--- src/vdcfg_consts.vh ---
`ifndef VDCFG_CONSTS_VH
`define VDCFG_CONSTS_VH

// byte addresses of the register words
`define ADDR_VD_CTRL 8'h9c
`define ADDR_VD_WORD 8'ha0
`define ADDR_VENDOR 8'ha4
`define ADDR_TEST0 8'ha8
`define ADDR_TEST1 8'hac
`define ADDR_TIMERS 8'hb0

// fixed capability contents
`define VD_CAP_ID 8'h03
`define VD_NEXT_PTR 8'ha4
`define VENDOR_CAP_ID 8'h09
`define VENDOR_NEXT_PTR 8'he0
`define VENDOR_LENGTH 16'h0028

// test word reset values
`define TEST0_RST 32'h04001060
`define TEST1_RST 32'h04000271

// capability header fields
`define ID_MSB 7
`define ID_LSB 0
`define PTR_MSB 15
`define PTR_LSB 8
`define LEN_MSB 31
`define LEN_LSB 16

// control word fields
`define GO_BIT 16
`define WSEL_BIT 17
`define IDX_LSB 18
`define IDX_MSB 22

// timer override fields
`define REPLAY_LSB 0
`define REPLAY_MSB 11
`define REPLAY_EN_BIT 12
`define ACK_LSB 16
`define ACK_MSB 29
`define ACK_EN_BIT 30

`endif

--- src/vd_table_port.v ---
`timescale 1ns/10ps
// sequences one table access against the external store: request strobe,
// then wait for the store's done; read data is captured on done.
module vd_table_port (
  // clock and reset
  input wire clk,
  input wire rst_n,
  // from register bank
  input wire start,
  input wire write_sel,
  input wire [4:0] index,
  input wire [31:0] wdata,
  // to register bank
  output reg done_r,
  output reg [31:0] rdata_r,
  // to store
  output reg req_r,
  output reg req_write_r,
  output reg [4:0] req_index_r,
  output reg [31:0] req_wdata_r,
  // from store
  input wire st_done,
  input wire [31:0] st_rdata
);
  localparam ST_IDLE = 1'b0;
  localparam ST_WAIT = 1'b1;

  reg state_r;

  always @(posedge clk or negedge rst_n) begin
    if (!rst_n) begin
      state_r <= ST_IDLE;
      done_r <= 1'b0;
      rdata_r <= 32'h00000000;
      req_r <= 1'b0;
      req_write_r <= 1'b0;
      req_index_r <= 5'h00;
      req_wdata_r <= 32'h00000000;
    end else begin
      done_r <= 1'b0;
      req_r <= 1'b0;
      case (state_r)
        ST_IDLE: begin
          if (start) begin
            req_r <= 1'b1;
            req_write_r <= write_sel;
            req_index_r <= index;
            req_wdata_r <= wdata;
            state_r <= ST_WAIT;
          end
        end
        ST_WAIT: begin
          if (st_done) begin
            if (!req_write_r)
              rdata_r <= st_rdata;
            done_r <= 1'b1;
            state_r <= ST_IDLE;
          end
        end
        default: state_r <= ST_IDLE;
      endcase
    end
  end
endmodule

--- src/vital_data_and_link_timer_cfg.v ---
`timescale 1ns/10ps
// Function
// - vital data capability id reads 03h
// - vital data next pointer reads a4h
// - go bit starts access, hardware clears it
// - direction bit: zero reads, one writes
// - five-bit dword index addresses the table
// - data word returns last fetched dword
// - write stores data word into table
// - vendor capability id reads 09h
// - vendor next pointer reads e0h
// - vendor length field reads 28h
// - replay value 12 bits, resets zero
// - replay override bit selects user value
// - ack latency value 14 bits, resets zero
// - ack override bit selects user value
// - timer defaults may come from autoload
`include "vdcfg_consts.vh"
module vital_data_and_link_timer_cfg (
  // clock and reset
  input wire clk,
  input wire rst_n,
  // apb slave
  input wire psel,
  input wire penable,
  input wire pwrite,
  input wire [7:0] paddr,
  input wire [31:0] pwdata,
  output reg [31:0] prdata,
  output reg pready,
  output reg pslverr,
  // external table store
  output reg tbl_req,
  output reg tbl_write,
  output reg [4:0] tbl_index,
  output reg [31:0] tbl_wdata,
  input wire tbl_done,
  input wire [31:0] tbl_rdata,
  // autoload of timer defaults, from the eeprom loader
  input wire load_valid,
  input wire [31:0] load_timers,
  // link layer timer selects
  output reg [11:0] replay_user,
  output reg replay_override,
  output reg [13:0] ack_user,
  output reg ack_override
);

  // ----------------------------------------------------------------
  // registers
  // ----------------------------------------------------------------
  reg go_r;
  reg go_nxt;
  reg wsel_r;
  reg [4:0] idx_r;
  reg [31:0] word_r;
  reg [31:0] test0_r;
  reg [31:0] test1_r;
  reg [11:0] replay_r;
  reg replay_en_r;
  reg [13:0] ack_r;
  reg ack_en_r;
  reg start_r;
  reg load_meta_r;
  reg load_sync_r;
  reg load_seen_r;
  reg [31:0] load_t_meta_r;
  reg [31:0] load_t_sync_r;
  reg [31:0] prdata_nxt;
  reg hit;

  wire wr_en;
  wire done;
  wire [31:0] fetched;

  // a write lands only at the edge that ends the access
  assign wr_en = psel & penable & pwrite & pready;

  function is_mapped;
    input [7:0] a;
    begin
      is_mapped = (a == `ADDR_VD_CTRL) || (a == `ADDR_VD_WORD) ||
                  (a == `ADDR_VENDOR) || (a == `ADDR_TEST0) ||
                  (a == `ADDR_TEST1) || (a == `ADDR_TIMERS);
    end
  endfunction

  // ----------------------------------------------------------------
  // table access sequencer
  // ----------------------------------------------------------------
  wire req_w;
  wire req_write_w;
  wire [4:0] req_index_w;
  wire [31:0] req_wdata_w;

  vd_table_port u_port (
    .clk(clk),
    .rst_n(rst_n),
    .start(start_r),
    .write_sel(wsel_r),
    .index(idx_r),
    .wdata(word_r),
    .done_r(done),
    .rdata_r(fetched),
    .req_r(req_w),
    .req_write_r(req_write_w),
    .req_index_r(req_index_w),
    .req_wdata_r(req_wdata_w),
    .st_done(tbl_done),
    .st_rdata(tbl_rdata)
  );

  // ----------------------------------------------------------------
  // autoload strobe (from the loader's domain), synchronised
  // ----------------------------------------------------------------
  always @(posedge clk or negedge rst_n) begin
    if (!rst_n) begin
      load_meta_r <= 1'b0;
      load_sync_r <= 1'b0;
      load_seen_r <= 1'b0;
      load_t_meta_r <= 32'h00000000;
      load_t_sync_r <= 32'h00000000;
    end else begin
      load_meta_r <= load_valid;
      load_sync_r <= load_meta_r;
      load_seen_r <= load_sync_r;
      // word is held stable by the loader while its strobe is high
      load_t_meta_r <= load_timers;
      load_t_sync_r <= load_t_meta_r;
    end
  end

  // ----------------------------------------------------------------
  // go bit: hardware clear happens once done, writes while busy ignored
  // ----------------------------------------------------------------
  always @* begin
    go_nxt = go_r;
    if (done)
      go_nxt = 1'b0;
    else if (wr_en && paddr == `ADDR_VD_CTRL && !go_r)
      go_nxt = pwdata[`GO_BIT];
  end

  // ----------------------------------------------------------------
  // register writes
  // ----------------------------------------------------------------
  always @(posedge clk or negedge rst_n) begin
    if (!rst_n) begin
      go_r <= 1'b0;
      wsel_r <= 1'b0;
      idx_r <= 5'h00;
      word_r <= 32'h00000000;
      test0_r <= `TEST0_RST;
      test1_r <= `TEST1_RST;
      replay_r <= 12'h000;
      replay_en_r <= 1'b0;
      ack_r <= 14'h0000;
      ack_en_r <= 1'b0;
      start_r <= 1'b0;
    end else begin
      go_r <= go_nxt;
      start_r <= go_nxt & ~go_r;
      // control fields are frozen while an access runs so the
      // sequencer sees a stable index and direction
      if (wr_en && paddr == `ADDR_VD_CTRL && !go_r) begin
        wsel_r <= pwdata[`WSEL_BIT];
        idx_r <= pwdata[`IDX_MSB:`IDX_LSB];
      end
      if (done && !wsel_r)
        word_r <= fetched;
      else if (wr_en && paddr == `ADDR_VD_WORD && !go_r)
        word_r <= pwdata;
      if (wr_en && paddr == `ADDR_TEST0)
        test0_r <= pwdata;
      if (wr_en && paddr == `ADDR_TEST1)
        test1_r <= pwdata;
      if (load_sync_r && !load_seen_r) begin
        replay_r <= load_t_sync_r[`REPLAY_MSB:`REPLAY_LSB];
        replay_en_r <= load_t_sync_r[`REPLAY_EN_BIT];
        ack_r <= load_t_sync_r[`ACK_MSB:`ACK_LSB];
        ack_en_r <= load_t_sync_r[`ACK_EN_BIT];
      end else if (wr_en && paddr == `ADDR_TIMERS) begin
        replay_r <= pwdata[`REPLAY_MSB:`REPLAY_LSB];
        replay_en_r <= pwdata[`REPLAY_EN_BIT];
        ack_r <= pwdata[`ACK_MSB:`ACK_LSB];
        ack_en_r <= pwdata[`ACK_EN_BIT];
      end
    end
  end

  // ----------------------------------------------------------------
  // read mux
  // ----------------------------------------------------------------
  always @* begin
    prdata_nxt = 32'h00000000;
    hit = is_mapped(paddr);
    case (paddr)
      `ADDR_VD_CTRL: begin
        prdata_nxt[`ID_MSB:`ID_LSB] = `VD_CAP_ID;
        prdata_nxt[`PTR_MSB:`PTR_LSB] = `VD_NEXT_PTR;
        prdata_nxt[`GO_BIT] = go_r;
        prdata_nxt[`WSEL_BIT] = wsel_r;
        prdata_nxt[`IDX_MSB:`IDX_LSB] = idx_r;
      end
      `ADDR_VD_WORD: prdata_nxt = word_r;
      `ADDR_VENDOR: begin
        prdata_nxt[`ID_MSB:`ID_LSB] = `VENDOR_CAP_ID;
        prdata_nxt[`PTR_MSB:`PTR_LSB] = `VENDOR_NEXT_PTR;
        prdata_nxt[`LEN_MSB:`LEN_LSB] = `VENDOR_LENGTH;
      end
      `ADDR_TEST0: prdata_nxt = test0_r;
      `ADDR_TEST1: prdata_nxt = test1_r;
      `ADDR_TIMERS: begin
        prdata_nxt[`REPLAY_MSB:`REPLAY_LSB] = replay_r;
        prdata_nxt[`REPLAY_EN_BIT] = replay_en_r;
        prdata_nxt[`ACK_MSB:`ACK_LSB] = ack_r;
        prdata_nxt[`ACK_EN_BIT] = ack_en_r;
      end
      default: prdata_nxt = 32'h00000000;
    endcase
  end

  // ----------------------------------------------------------------
  // registered bus answer and outputs
  // one wait state: pready rises in the second access cycle
  // ----------------------------------------------------------------
  always @(posedge clk or negedge rst_n) begin
    if (!rst_n) begin
      prdata <= 32'h00000000;
      pready <= 1'b0;
      pslverr <= 1'b0;
      tbl_req <= 1'b0;
      tbl_write <= 1'b0;
      tbl_index <= 5'h00;
      tbl_wdata <= 32'h00000000;
      replay_user <= 12'h000;
      replay_override <= 1'b0;
      ack_user <= 14'h0000;
      ack_override <= 1'b0;
    end else begin
      pready <= psel & penable & ~pready;
      pslverr <= psel & penable & ~pready & ~hit;
      if (psel && penable && !pready && !pwrite)
        prdata <= prdata_nxt;
      tbl_req <= req_w;
      tbl_write <= req_write_w;
      tbl_index <= req_index_w;
      tbl_wdata <= req_wdata_w;
      replay_user <= replay_r;
      replay_override <= replay_en_r;
      ack_user <= ack_r;
      ack_override <= ack_en_r;
    end
  end

endmodule

--- config.mk ---
export PLATFORM = sky130hd
export DESIGN_NAME = vital_data_and_link_timer_cfg
export DESIGN_NICKNAME = d
export VERILOG_FILES = /design/src/vd_table_port.v /design/src/vital_data_and_link_timer_cfg.v
export VERILOG_INCLUDE_DIRS = /design/src
export SDC_FILE = /design/constraint.sdc
export NUM_CORES = 1
export LEC_CHECK = 0
export BUFFER_PORTS_ARGS = -buffer_cell sky130_fd_sc_hd__buf_2
export CORE_ASPECT_RATIO = 0.8
export CORE_UTILIZATION = 35
export DETAILED_ROUTE_END_ITERATION = 6
export GPL_TIMING_DRIVEN = 0
export HOLD_SLACK_MARGIN = 0.12
export PLACE_DENSITY = 0.5
export SYNTH_ARGS = -nofsm -noshare
export SYNTH_HDL_FRONTEND = slang
export SYNTH_SLANG_ARGS = --single-unit
--- constraint.sdc ---
create_clock -name clk -period 4.6 [get_ports clk]
set_input_delay 0.23 -clock clk [delete_from_list [all_inputs] [get_ports clk]]
set_output_delay 0.23 -clock clk [all_outputs]
set_load 0.05 [all_outputs]
-- Word level (Yosys, flattened, before mapping)
Index checks and enable logic that the tools add are counted.
- equal/unequal tests: 6
- muxes and demuxes: 23
- bitwise gates (word level): 11
- reductions and logical operators: 26
- operators by type and width (kind ; number):
    $pmux W13 S6 ; 1
    $mux W32 ; 2
    $eq A8 B8 Y1 const B ; 6
    $pmux W7 S6 ; 1
    $pmux W8 S4 ; 1
    $mux W14 ; 2
    $mux W12 ; 2
    $pmux W3 S5 ; 1
    $logic_and A1 B1 Y1 ; 12
    $mux W1 ; 11
    $and A1 B1 Y1 ; 6
    $logic_not A1 Y1 ; 5
    $logic_or A1 B1 Y1 ; 5
    $not A1 Y1 ; 5
    $reduce_bool A2 Y1 ; 2
    $pmux W1 S3 ; 1
    $reduce_and A3 Y1 ; 1
    $pmux W1 S2 ; 1
    $reduce_and A2 Y1 ; 1
- register bits after elaboration: 371
- output and inout bits: 101

-- Logic depth before layout (Yosys ltp)
Gate-level depths: netlist (run 1).
- word-level depth: 8
- depth in mapped cells: 9
- gate-level depth less buffers: 5

-- Hierarchy
Synthesis (run 1) repeated with hierarchy kept, for this count alone.
- cells, all modules: 947
- area, all modules: 13489.2 µm²
- modules (own cells, without submodules) (module ; instances ; cells an instance ; area each (µm²)):
    vital_data_and_link_timer_cfg ; 1 ; 792 ; 10807.9
    vd_table_port ; 1 ; 155 ; 2681.3

-- Worst setup path after synthesis (run 1)
No wires, ideal clock.
- kind: register -> register
- start: register pready
- end: register test1_r[10]
- setup time: 128 ps
- arrival time: 1648 ps
- required time: 4472 ps
- slack: 2825 ps
- cell stages (with the launch flop): 6
- period minus slack after synthesis: 1775 ps
- cell sequence: dfrtp_1 -> nand2_1 -> nor2_1 -> nand3_1 -> buf_2 -> mux2_1
- cells in the longest elaborated chain, start to end: 2
- ends and longest elaborated chain (item ; line ; source):
    start, declared ; vital_data_and_link_timer_cfg.v:30 ; output reg pready,
    start signal, assigned ; vital_data_and_link_timer_cfg.v:241 ; pready <= psel & penable & ~pready;
    $and A1 B1 Y1 ; vital_data_and_link_timer_cfg.v:77 ; assign wr_en = psel & penable & pwrite & pready;
    $logic_and A1 B1 Y1 (no source line) ; -- ;
    end signal, assigned ; vital_data_and_link_timer_cfg.v:154 ; test1_r <= `TEST1_RST;
    end signal, assigned ; vital_data_and_link_timer_cfg.v:176 ; test1_r <= pwdata;
    end, declared ; vital_data_and_link_timer_cfg.v:58 ; reg [31:0] test1_r;
No other way between the ends.
A chain may end at the register's enable or synchronous reset.

-- Worst setup path after layout (run 1)
- start: register u_port.state_r
- end: register u_port.rdata_r[27]
- cells in the longest elaborated chain, start to end: 1
- ends and longest elaborated chain (item ; line ; source):
    start, declared ; vd_table_port.v:28 ; reg state_r;
    start signal, assigned ; vd_table_port.v:32 ; state_r <= ST_IDLE;
    start signal, assigned ; vd_table_port.v:49 ; state_r <= ST_WAIT;
    start signal, assigned ; vd_table_port.v:57 ; state_r <= ST_IDLE;
    $reduce_and A3 Y1 (no source line) ; -- ;
    end signal, assigned ; vd_table_port.v:55 ; rdata_r <= st_rdata;
    end, declared ; vd_table_port.v:15 ; output reg [31:0] rdata_r,
No other way between the ends.

==> parameters.txt, run 1 <==
Parameter                              Value

Timing
  Minimum clock period after layout ... 2240 ps
  Number of hold-slack violations in the final timing report ... 0
  Total count of max-transition violations in the final report ... 0
  Achievable frequency ... 445 MHz
  Worst slew margin relative to its limit ... 33.4%
  Number of setup violations in the final report ... 0
  Part of the cycle the worst path needs ... 48.8%
  Worst-case setup margin in the final layout ... 2360 ps
  Worst Max-Slew Pin Slew ... 999 ps
  Worst setup skew after layout ... 20.6 ps
  Setup repair after global routing missed its margin ... false

Floorplan
  Core region area ... 0.0375 mm²
  Number of top-level pins ... 212
  Vertical die dimension ... 178 µm
  Width of the chip ... 222 µm
  Die Area ... 0.0394 mm²
  Count of standard-cell rows ... 63
  Effective utilization at floorplan ... 36.0%

Clock network
  Maximum level of the CTS H-tree ... 2
  Largest buffer count on any clock path ... 3
  Clock tree from TritonCTS ... done
  PostCTS Resize Cnt ... 0
  # clock sinks ... 365
  Post-cts hold buffer count ... 98
  Clock latency on the worst-skew pair ... 550 ps
  Post-CTS clock slew at the launch and capture registers of the worst setup and hold paths ... 60 ps
  Number of buffers created by CTS ... 40
  Root Driver ... clkbuf_16
  # Post-CTS Setup Buffers ... 0

Layout
  Fraction of final layout cells sized beyond drive strength 1 ... 32.3%
  Layout filler cell count ... 3440
  Area taken by multi-input logic gates ... 0.00405 mm²
  Final standard cell area without fillers ... 0.0175 mm²
  Utilization of the core after routing ... 46.7%
  Synthesis-to-finish area growth ... 29.9%
  Nets ... 1412
  Register Area ... 0.00915 mm²

GRT
  Largest net degree at the start of global routing ... 115
  Wire length of the first global-routing pass ... 58.0 mm
  Number of antenna violations at the first check in global routing ... 1
  Number of global-route vias before repair ... 9147
  Remaining global-route overflow ... 0
  Overall fraction of global-route tracks in use ... 20.0%

Synth
  Most numerous cell types in the synthesized netlist ... dfrtp_1, mux2_2, nand2_1, mux2i_1, nor2_1
  Count leader, synth ... dfrtp_1
  Prevailing post-synth register cell ... dfrtp_1
  Post-synthesis average cell area ... 14.2 µm²
  Portion of synthesized cell area occupied by the leading cell type ... 65.8%
  Register area share after synthesis ... 67.8%
  Number of enable flip-flop cells after synthesis ... 0
  Number of cells produced by synthesis ... 953
  Async set-reset flop share out of synthesis ... 100%
  Cell taking the most area after synthesis ... dfrtp_1
  Distinct cell type count of the synthesized netlist ... 41
  Post-Syn Area ... 0.0135 mm²
  #FFs+latches synth ... 365
  Cell types with the largest area share after synthesis ... dfrtp_1, mux2_2, mux2i_1, mux2_1, nand2_1
  Number of nets produced by synthesis ... 1064
  Number of warning messages in the yosys log ... 0

Drt
  Post-DRT Antenna Nets ... 0
  Post-DR vias/cell ... 4.96
  Iteration-0 DRC Markers ... 581
  DRT Wirelength ... 38.9 mm
  Residual DRC ... 0
  Number of vias in the routed layout ... 9027
  Detailed-routing iteration count for the pre-antenna-repair pass ... 5
  Routed wire length per instance ... 21.4 µm

Critical path
  Critical Path Start Type ... flop
  Worst endpoint required time ... 5020 ps
  Endpoint arrival time on the critical path ... 2660 ps
  Max Fanout on Critical Path ... 10
  Type of the worst setup path ... reg -> reg
  Endpoint kind of the worst setup timing path ... flop

Place
  Worst setup slack after placement ... 2330 ps
  Final Wtd Congestion ... 0.795
  Placed wire-length estimate ... 26.3 mm
  Number of buffers inserted by port buffering ... 204
  Placed Area ... 0.0152 mm²

Run
  Total of max-cap violations ... 0

Pwr
  Total power divided by cell area ... 439 mW/mm²
  Worst supply voltage drop on vdd ... 0.000231 V
  Static leakage ... 8.71 nW

Status
  Result of the run ... finished clean

Worst hold path
  Worst hold path type ... in -> async
==> logic make-up after synthesis <==
group | after synthesis | share of synthesized area (%)
flip-flops | 365 | 67.8
multiplexers | 212 | 17.1
AO/OA/AOI/OAI | 160 | 7.72
AND/OR/NAND/NOR | 154 | 5.21
buffers and inverters | 62 | 2.24
==> sequential cells by signal, indices dropped and copies added (netlist names), 5 cells and up <==
| signal | count |
|---|---|
| ack_user | 14 |
| replay_user | 12 |
| u_port.req_index_r | 5 |
| replay_r | 12 |
| load_t_sync_r | 28 |
| idx_r | 5 |
| load_t_meta_r | 28 |
| prdata | 32 |
| u_port.req_wdata_r | 32 |
| word_r | 32 |
| test0_r | 32 |
| ack_r | 14 |
| tbl_wdata | 32 |
| tbl_index | 5 |
| u_port.rdata_r | 32 |
| test1_r | 32 |
==> critical path: stages (launching register included) <==
cell      delay, ps
dfrtp_1         380
and2_1          180
nand2b_1         80
clkbuf_1        330
buf_1           720
mux2_2          420
==> power breakdown <==
group,switching (mW),internal (mW),leakage (nW)
sequential,0.190,3.49,4.65
clock,1.32,1.89,0.656
combinational,0.494,0.320,3.40
total,2.00,5.70,8.71
==> area by class of cell <==
class | count | area share [%]
Sequential cell | 365 | 52.2
Multi-Input combinational cell | 526 | 23.1
Timing Repair Buffer | 306 | 12.0
Clock buffer | 57 | 6.65
Tap cell | 487 | 3.48
Buffer | 58 | 1.64
Clock inverter | 16 | 0.885
Inverter | 4 | 0.0856
Antenna cell | 1 | 0.0143
==> layer usage <==
layer	up-vias	track usage, %	wire length (µm)
met1	4674	28.6	18500
met2	217	31.4	18000
met3	49	3.46	1690
met5	-	0	0
met4	0	5.27	731
li1	4087	-	-
==> metrics by stage <==
stage	TNS, ps	power, mW	cells	hold slack, ps
final	0	7.70	1820	216
after CTS	0	7.80	1819	207
after floorplan	0	4.14	953	-65.6
after detailed placement	0	4.50	1648	215
after global routing	0	8.03	1820	250
after global placement	-1442760	4.48	1644	333
==> path summary, 6_finish.rpt <==
| path | startpoint | endpoint | slack, ps | cells past startpoint |
|---|---|---|---|---|
| max | u_port.state_r | u_port.rdata_r[27] | 2360 | 5 |
| min | rst_n | u_port.rdata_r[13] | 220 | 2 |
| max reg2reg | u_port.state_r | u_port.rdata_r[27] | 2360 | 5 |
| min reg2reg | load_t_meta_r[1] | load_t_sync_r[1] | 340 | 0 |
| max in group asynchronous | rst_n | u_port.rdata_r[29] | 3050 | 4 |
| min in group clk | psel | prdata[13] | 230 | 5 |
==> layout by cell type (no fill, tap or decap), types with 3 or more instances in the layout <==
cell | synthesis | layout
dfrtp_1 | 355 | 355
buf_2 | 32 | 235
mux2_2 | 103 | 103
dlygate4sd3_1 | 0 | 98
nand2_1 | 79 | 79
mux2i_1 | 67 | 67
nor2_1 | 45 | 45
a21oi_1 | 42 | 42
mux2_1 | 42 | 42
clkbuf_16 | 0 | 41
o21ai_0 | 36 | 36
clkbuf_1 | 17 | 25
o21ai_1 | 25 | 25
a22o_1 | 22 | 22
a222oi_1 | 19 | 19
dfstp_2 | 10 | 10
clkinv_2 | 0 | 9
clkbuf_8 | 0 | 8
nand2b_1 | 6 | 6
a221oi_1 | 5 | 5
inv_1 | 4 | 4
buf_1 | 4 | 4
buf_4 | 2 | 3
nor2b_1 | 3 | 3
and2_1 | 3 | 3
buf_6 | 3 | 3
a211oi_1 | 3 | 3
a31oi_1 | 3 | 3
buf_16 | 0 | 3
No activity file was read; power rests on OpenSTA's default activity.
==> run 2, diff against run 1 <==
Settings changed: PLACE_DENSITY 0.5 to 0.52.
Clock period 4.6 ns to 1.84 ns, I/O delays scaled along.
==> run 2 against run 1 <==
Effect of this change:
- worst setup slack lost 2300 ps
- sequential power grew 150%
- critical path depth grew 1
- clock-buffer cell count shrank 10
==> parameters.txt, run 2 (synthesis results as in run 1) <==
Parameter                              Value

Critical path
  Type of the worst setup path ... reg -> reg
  Crit path launch ... pready
  CP cell instances ... nand4_1, o31ai_4, buf_4, buf_2, nor2_1, a21oi_1
  FF-to-FF Start ... pready
  Worst setup slack for register-to-register paths ... 100 ps (-2260 ps)
  Endpoint kind of the worst setup timing path ... flop
  Critical Path Start Type ... flop
  R2R Path End ... word_r[25]
  Cell with the largest stage delay on the worst path ... dfrtp_2
  Worst endpoint required time ... 2300 ps (-2720 ps)
  Max Fanout on Critical Path ... 10 (unchanged)
  Reg2Reg Depth ... 6 (+1)
  Slowest stage delay, CP ... 440 ps (-280 ps)
  Endpoint arrival time on the critical path ... 2200 ps (-460 ps)

Run
  Total of max-cap violations ... 0 (unchanged)

Status
  Result of the run ... finished clean

Layout
  Leading cell type in the layout, fill and taps excluded ... dfrtp_1
  Nets ... 1412 (unchanged)
  Top library cells by usage in the layout, fill and taps aside ... dfrtp_1, buf_2, mux2_2
  Utilization of the core after routing ... 47.0% (+0.22 points)
  Synthesis-to-finish area growth ... 30.5%
  Fraction of final layout cells sized beyond drive strength 1 ... 34.0% (+1.8 points)

Timing
  Part of the cycle the worst path needs ... 94.6% (+46 points)
  Setup TNS ... 0 ps (unchanged)
  Number of setup violations in the final report ... 0 (unchanged)
  Worst slew margin relative to its limit ... 41.1% (+7.7 points)
  Worst-case setup margin in the final layout ... 99.3 ps (-2260 ps)
  Number of hold-slack violations in the final timing report ... 0 (unchanged)
  Worst setup skew after layout ... 24.8 ps (+4.22 ps)
  Total count of max-transition violations in the final report ... 0 (unchanged)
  Worst Max-Slew Pin Slew ... 883 ps (-116 ps)
  Minimum clock period after layout ... 1740 ps (-504 ps)
  Setup repair after global routing missed its margin ... false
  Hold Slack ... 88.3 ps (-128 ps)
  Achievable frequency ... 574 MHz (+29%)

GRT
  Largest net degree at the start of global routing ... 115 (unchanged)
  Overall fraction of global-route tracks in use ... 19.8% (-0.20 points)
  Wire length of the first global-routing pass ... 57.6 mm (-0.61%)
  Number of global-route vias before repair ... 9216 (+0.75%)
  Number of antenna violations at the first check in global routing ... 3 (+2)
  Remaining global-route overflow ... 0 (unchanged)

Floorplan
  Count of standard-cell rows ... 63 (unchanged)
  Width of the chip ... 222 µm (unchanged)
  Number of top-level pins ... 212 (unchanged)
  Vertical die dimension ... 178 µm (unchanged)
  Effective utilization at floorplan ... 36.0% (unchanged)
  Core region area ... 0.0375 mm² (unchanged)
  Die Area ... 0.0394 mm² (unchanged)

Drt
  Detailed-routing iteration count for the pre-antenna-repair pass ... 5 (unchanged)
  Residual DRC ... 0 (unchanged)
  Routed wire length per instance ... 21.1 µm (-1.2%)
  Post-DR vias/cell ... 4.94 (-0.44%)
  DRT Wirelength ... 38.4 mm (-1.3%)
  Iteration-0 DRC Markers ... 685 (+18%)
  Number of vias in the routed layout ... 8977 (-0.55%)
  Post-DRT Antenna Nets ... 0 (unchanged)

Clock network
  Largest buffer count on any clock path ... 3 (unchanged)
  # clock sinks ... 365 (unchanged)
  Post-CTS clock slew at the launch and capture registers of the worst setup and hold paths ... 60 ps (about the same)
  Clock tree from TritonCTS ... done
  Number of buffers created by CTS ... 38 (-5.0%)
  Maximum level of the CTS H-tree ... 2 (unchanged)
  Root Driver ... clkbuf_16
  Clock latency on the worst-skew pair ... 550 ps (about the same)

Pwr
  Relative contribution of combinational cells to total power ... 10.8% (+0.2 points)
  Switching Power ... 4.95 mW (+150%)
  Int Power ... 14.2 mW (+150%)
  Switching portion of total power ... 25.9% (-0.11 points)
  Total power divided by cell area ... 1080 mW/mm² (+150%)
  Worst supply voltage drop on vdd ... 0.000643 V (+180%)
  Final total power ... 19.1 mW (+150%)
  Flop pwr share ... 48.1% (+0.3 points)
  Part of the total power dissipated in the clock network ... 41.1% (-0.5 points)
  Static leakage ... 8.75 nW (+0.48%)

Place
  Number of buffers inserted by port buffering ... 204 (unchanged)
  Final Wtd Congestion ... 0.778 (-2.1%)
  Placed wire-length estimate ... 26.0 mm (-1.4%)
  Worst setup slack after placement ... -457 ps (-2790 ps)

Worst hold path
  Worst hold path type ... in -> async
-- run 2: worst max-delay path: cells and delay by family (launching register included) --
family,cells,cell delay [ps]
AOI/OAI and AO/OA,2,410
buffers and inverters,2,470
DFF,1,440
and+or+nand+nor,2,350
-- run 2: area by class of cell --
class                      instances  area, µm²
clock inverter                    20        224
tap                              487        609
clock buffer                      47       1040
sequential                       365       9150
timing repair buffer             310       2140
buffer                            56        327
antenna                            3       7.51
inverter                           4       15.0
multi-input combinational        526       4100
fill                            3455      19900
-- run 2: power groups by stage --
stage / combinational, mW / sequential [mW] / clock (mW)
2_1_floorplan: 0.779 / 9.58 / 0
3_3_place_gp: 1.85 / 9.34 / 0
3_5_place_dp: 1.89 / 9.35 / 0
4_1_cts: 2.08 / 9.21 / 8.05
5_1_grt: 2.25 / 9.29 / 8.37
6_report: 2.06 / 9.20 / 7.84
-- run 2: how the worst max path moves through the flow --
| stage | endpoint | slack [ps] | depth (start not counted) |
|---|---|---|---|
| after CTS | prdata[24] | 6 | 4 |
| after floorplan | test1_r[10] | 60 | 5 |
| after global routing | ack_r[4] | 7 | 7 |
| after detailed placement | prdata[1] | -460 | 4 |
| after global placement | tbl_wdata[26] | -6650 | 1 |
| final | word_r[25] | 100 | 6 |
-- run 2: what timing repair did --
item	CTS	global route
hold buffers	100	0
setup endpoints to repair	161	177
gates resized for setup	23	21
endpoints found under the hold margin	422	0
buffers inserted	3	0
pin swaps	1	0
-- run 2: stage by stage --
stage          cell area [µm²]  instances
6_report                 17600       1818
4_1_cts                  17600       1816
3_3_place_gp             15100       1644
3_5_place_dp             15200       1647
2_1_floorplan            13500        953
5_1_grt                  17600       1818
-- run 2: per-layer routing --
layer | vias up | wire [µm] | GRT usage, %
met1 | 4618 | 17900 | 27.8
met4 | 0 | 624 | 5.18
li1 | 4080 | - | -
met3 | 49 | 1850 | 3.44
met5 | - | 0 | 0
met2 | 230 | 18000 | 31.7
==> run 3, diff against run 2 <==
Settings changed: CORE_UTILIZATION 35 to 40, PLACE_DENSITY 0.52 to 0.58.
==> run 3 against run 2 <==
Effect of this change:
- clock-buffer cell count is 10 higher
- global-route usage increased by 2.3 points
- maximum frequency shrank 2.2%
- via count is 0.31% higher
- first-iteration DRC count fell by 8.5%
- non-clock buffer count increased by 2
- largest cell class unchanged
- flip-flop and latch count is the same
- critical endpoint is now prdata[1]
- clock power decreased by 9.9%
- worst setup slack got worse by 39 ps
- largest power group unchanged
- critical path depth down 2
==> parameters.txt, run 3 (synthesis results as in run 1) <==
Parameter                              Value

Layout
  Final standard cell area without fillers ... 0.0174 mm² (-1.4%)
  Register Area ... 0.00915 mm² (about the same)
  Fraction of final layout cells sized beyond drive strength 1 ... 32.6% (-1.4 points)
  Synthesis-to-finish area growth ... 28.7%
  Area taken by multi-input logic gates ... 0.00408 mm² (-0.43%)
  Leading cell type in the layout, fill and taps excluded ... dfrtp_1
  Nets ... 1414 (+0.14%)
  Top library cells by usage in the layout, fill and taps aside ... dfrtp_1, buf_2, mux2_2
  Layout filler cell count ... 2888 (-16%)
  Utilization of the core after routing ... 52.9% (+5.9 points)

Drt
  Detailed-routing iteration count for the pre-antenna-repair pass ... 7 (+2)
  Routed wire length per instance ... 21.4 µm (+1.2%)
  Post-DR vias/cell ... 5.13 (+3.9%)
  Number of vias in the routed layout ... 9005 (+0.31%)
  Post-DRT Antenna Nets ... 0 (unchanged)
  DRT Wirelength ... 37.5 mm (-2.3%)
  Iteration-0 DRC Markers ... 627 (-8.5%)
  Residual DRC ... 0 (unchanged)

Critical path
  Type of the worst setup path ... reg -> reg
  R2R Path End ... prdata[1]
  Reg2Reg Depth ... 4 (-2)
  Worst endpoint required time ... 2240 ps (-60 ps)
  Worst setup slack for register-to-register paths ... 60 ps (-40 ps)
  Crit path launch ... pready
  Worst setup path endpoint ... prdata[1]
  FF-to-FF Start ... pready
  Max Fanout on Critical Path ... 9 (-1)
  Critical Path Start Type ... flop
  Endpoint kind of the worst setup timing path ... flop
  Endpoint arrival time on the critical path ... 2180 ps (-20 ps)

Timing
  Number of hold-slack violations in the final timing report ... 0 (unchanged)
  Part of the cycle the worst path needs ... 96.7% (+2.1 points)
  Worst slew margin relative to its limit ... 45.9% (+4.8 points)
  Setup TNS ... 0 ps (unchanged)
  Achievable frequency ... 562 MHz (-2.2%)
  Total count of max-transition violations in the final report ... 0 (unchanged)
  Worst Max-Slew Pin Slew ... 807 ps (-75.8 ps)
  Setup repair after global routing missed its margin ... false
  Worst setup skew after layout ... 20.4 ps (-4.41 ps)
  Minimum clock period after layout ... 1780 ps (+38.7 ps)
  Number of setup violations in the final report ... 0 (unchanged)

Pwr
  Relative contribution of combinational cells to total power ... 11.3% (+0.5 points)
  Int Power ... 13.6 mW (-4.1%)
  Worst supply voltage drop on vdd ... 0.000627 V (-2.5%)
  Final total power ... 18.3 mW (-4.1%)
  Switching portion of total power ... 25.9% (about the same)
  Flop pwr share ... 50.2% (+2.1 points)
  Switching Power ... 4.75 mW (-4.0%)
  Total power divided by cell area ... 1050 mW/mm² (-2.8%)
  Static leakage ... 8.66 nW (-1.0%)
  Part of the total power dissipated in the clock network ... 38.5% (-2.6 points)

Clock network
  Number of buffers created by CTS ... 38 (unchanged)
  Clock tree from TritonCTS ... done
  Maximum level of the CTS H-tree ... 2 (unchanged)
  Root Driver ... clkbuf_16
  Post-CTS clock slew at the launch and capture registers of the worst setup and hold paths ... 60 ps (about the same)
  Largest buffer count on any clock path ... 3 (unchanged)
  Clock latency on the worst-skew pair ... 530 ps (-20 ps)
  # clock sinks ... 365 (unchanged)

GRT
  Wire length of the first global-routing pass ... 57.1 mm (-0.87%)
  Number of antenna violations at the first check in global routing ... 1 (-2)
  Overall fraction of global-route tracks in use ... 22.0% (+2.3 points)
  Largest net degree at the start of global routing ... 124 (+7.8%)
  Remaining global-route overflow ... 0 (unchanged)
  Number of global-route vias before repair ... 9369 (+1.7%)

Status
  Result of the run ... finished clean

Place
  Placed wire-length estimate ... 25.1 mm (-3.3%)
  Final Wtd Congestion ... 0.827 (+6.4%)
  Number of buffers inserted by port buffering ... 204 (unchanged)
  Placed Area ... 0.0151 mm² (-0.49%)

Run
  Total of max-cap violations ... 0 (unchanged)

Floorplan
  Vertical die dimension ... 166 µm (-6.4%)
  Width of the chip ... 207 µm (-6.4%)
  Number of top-level pins ... 212 (unchanged)
  Count of standard-cell rows ... 59 (-6.3%)
  Core region area ... 0.0329 mm² (-12%)
  Effective utilization at floorplan ... 41.1% (+5.1 points)
  Die Area ... 0.0345 mm² (-12%)

Worst hold path
  Worst hold path type ... in -> async
run 3: changes by cell type in the layout (fill, tap and decap cells not counted), moves of 2 or more:
| cell | change |
|---|---|
| bufinv_16 | -4 |
| clkbuf_8 | -3 |
| clkbuf_1 | +15 |
| clkbuf_2 | -2 |
| clkinv_2 | -6 |
| buf_2 | +2 |
| clkbuf_4 | -3 |
| diode_2 | -2 |
run 3: power by group through the flow:
| stage | clock (mW) | sequential, mW | combinational, mW |
|---|---|---|---|
| final | 7.06 | 9.20 | 2.06 |
| after global routing | 7.63 | 9.28 | 2.25 |
| after CTS | 7.27 | 9.20 | 2.07 |
| after detailed placement | 0 | 9.34 | 1.89 |
| after global placement | 0 | 9.33 | 1.83 |
| after floorplan | 0 | 9.58 | 0.779 |
run 3: metal layers:
metal	global-route usage [%]	up-vias	routed length [µm]
met1	31.2	4596	17300
met3	4.24	46	2120
met2	34.8	269	17300
met4	6.00	0	737
li1	-	4094	-
met5	0	-	0
run 3: worst max-delay path: stages (launching register included):
cell	delay (ps)
dfrtp_1	450
nor3_2	700
o21ai_0	210
a211oi_1	220
nor2_1	70
run 3: timing repair:
| action | CTS | global route |
|---|---|---|
| hold buffers | 100 | 2 |
| buffers inserted | 3 | 0 |
| setup endpoints to repair | 158 | 82 |
| pin swaps | 1 | 1 |
| gates resized for setup | 23 | 13 |
| endpoints found under the hold margin | 453 | 15 |
run 3: per-stage QoR:
step	setup WS, ps	hold WS (ps)	std cells
final	60.6	141	1755
after global routing	3.35	157	1755
after CTS	0.433	76.8	1753
after detailed placement	-403	36.6	1587
after global placement	-6460	200	1584
after floorplan	64.7	-204	953
run 3: area by class of cell:
class	instances	area share, %
sequential	365	52.6
multi-input combinational	526	23.5
timing repair buffer	312	12.5
clock buffer	57	6.18
tap	427	3.07
buffer	56	1.81
clock inverter	7	0.238
inverter	4	0.0864
antenna	1	0.0144
run 3: worst min path at each step:
stage | start | endpoint | slack, ps
floorplan | rst_n | ack_en_r | -200
global placement | load_timers[23] | load_t_meta_r[23] | 200
detailed placement | rst_n | u_port.rdata_r[15] | 40
CTS | rst_n | u_port.rdata_r[20] | 80
global route | rst_n | ack_r[3] | 160
finish | rst_n | test0_r[20] | 140
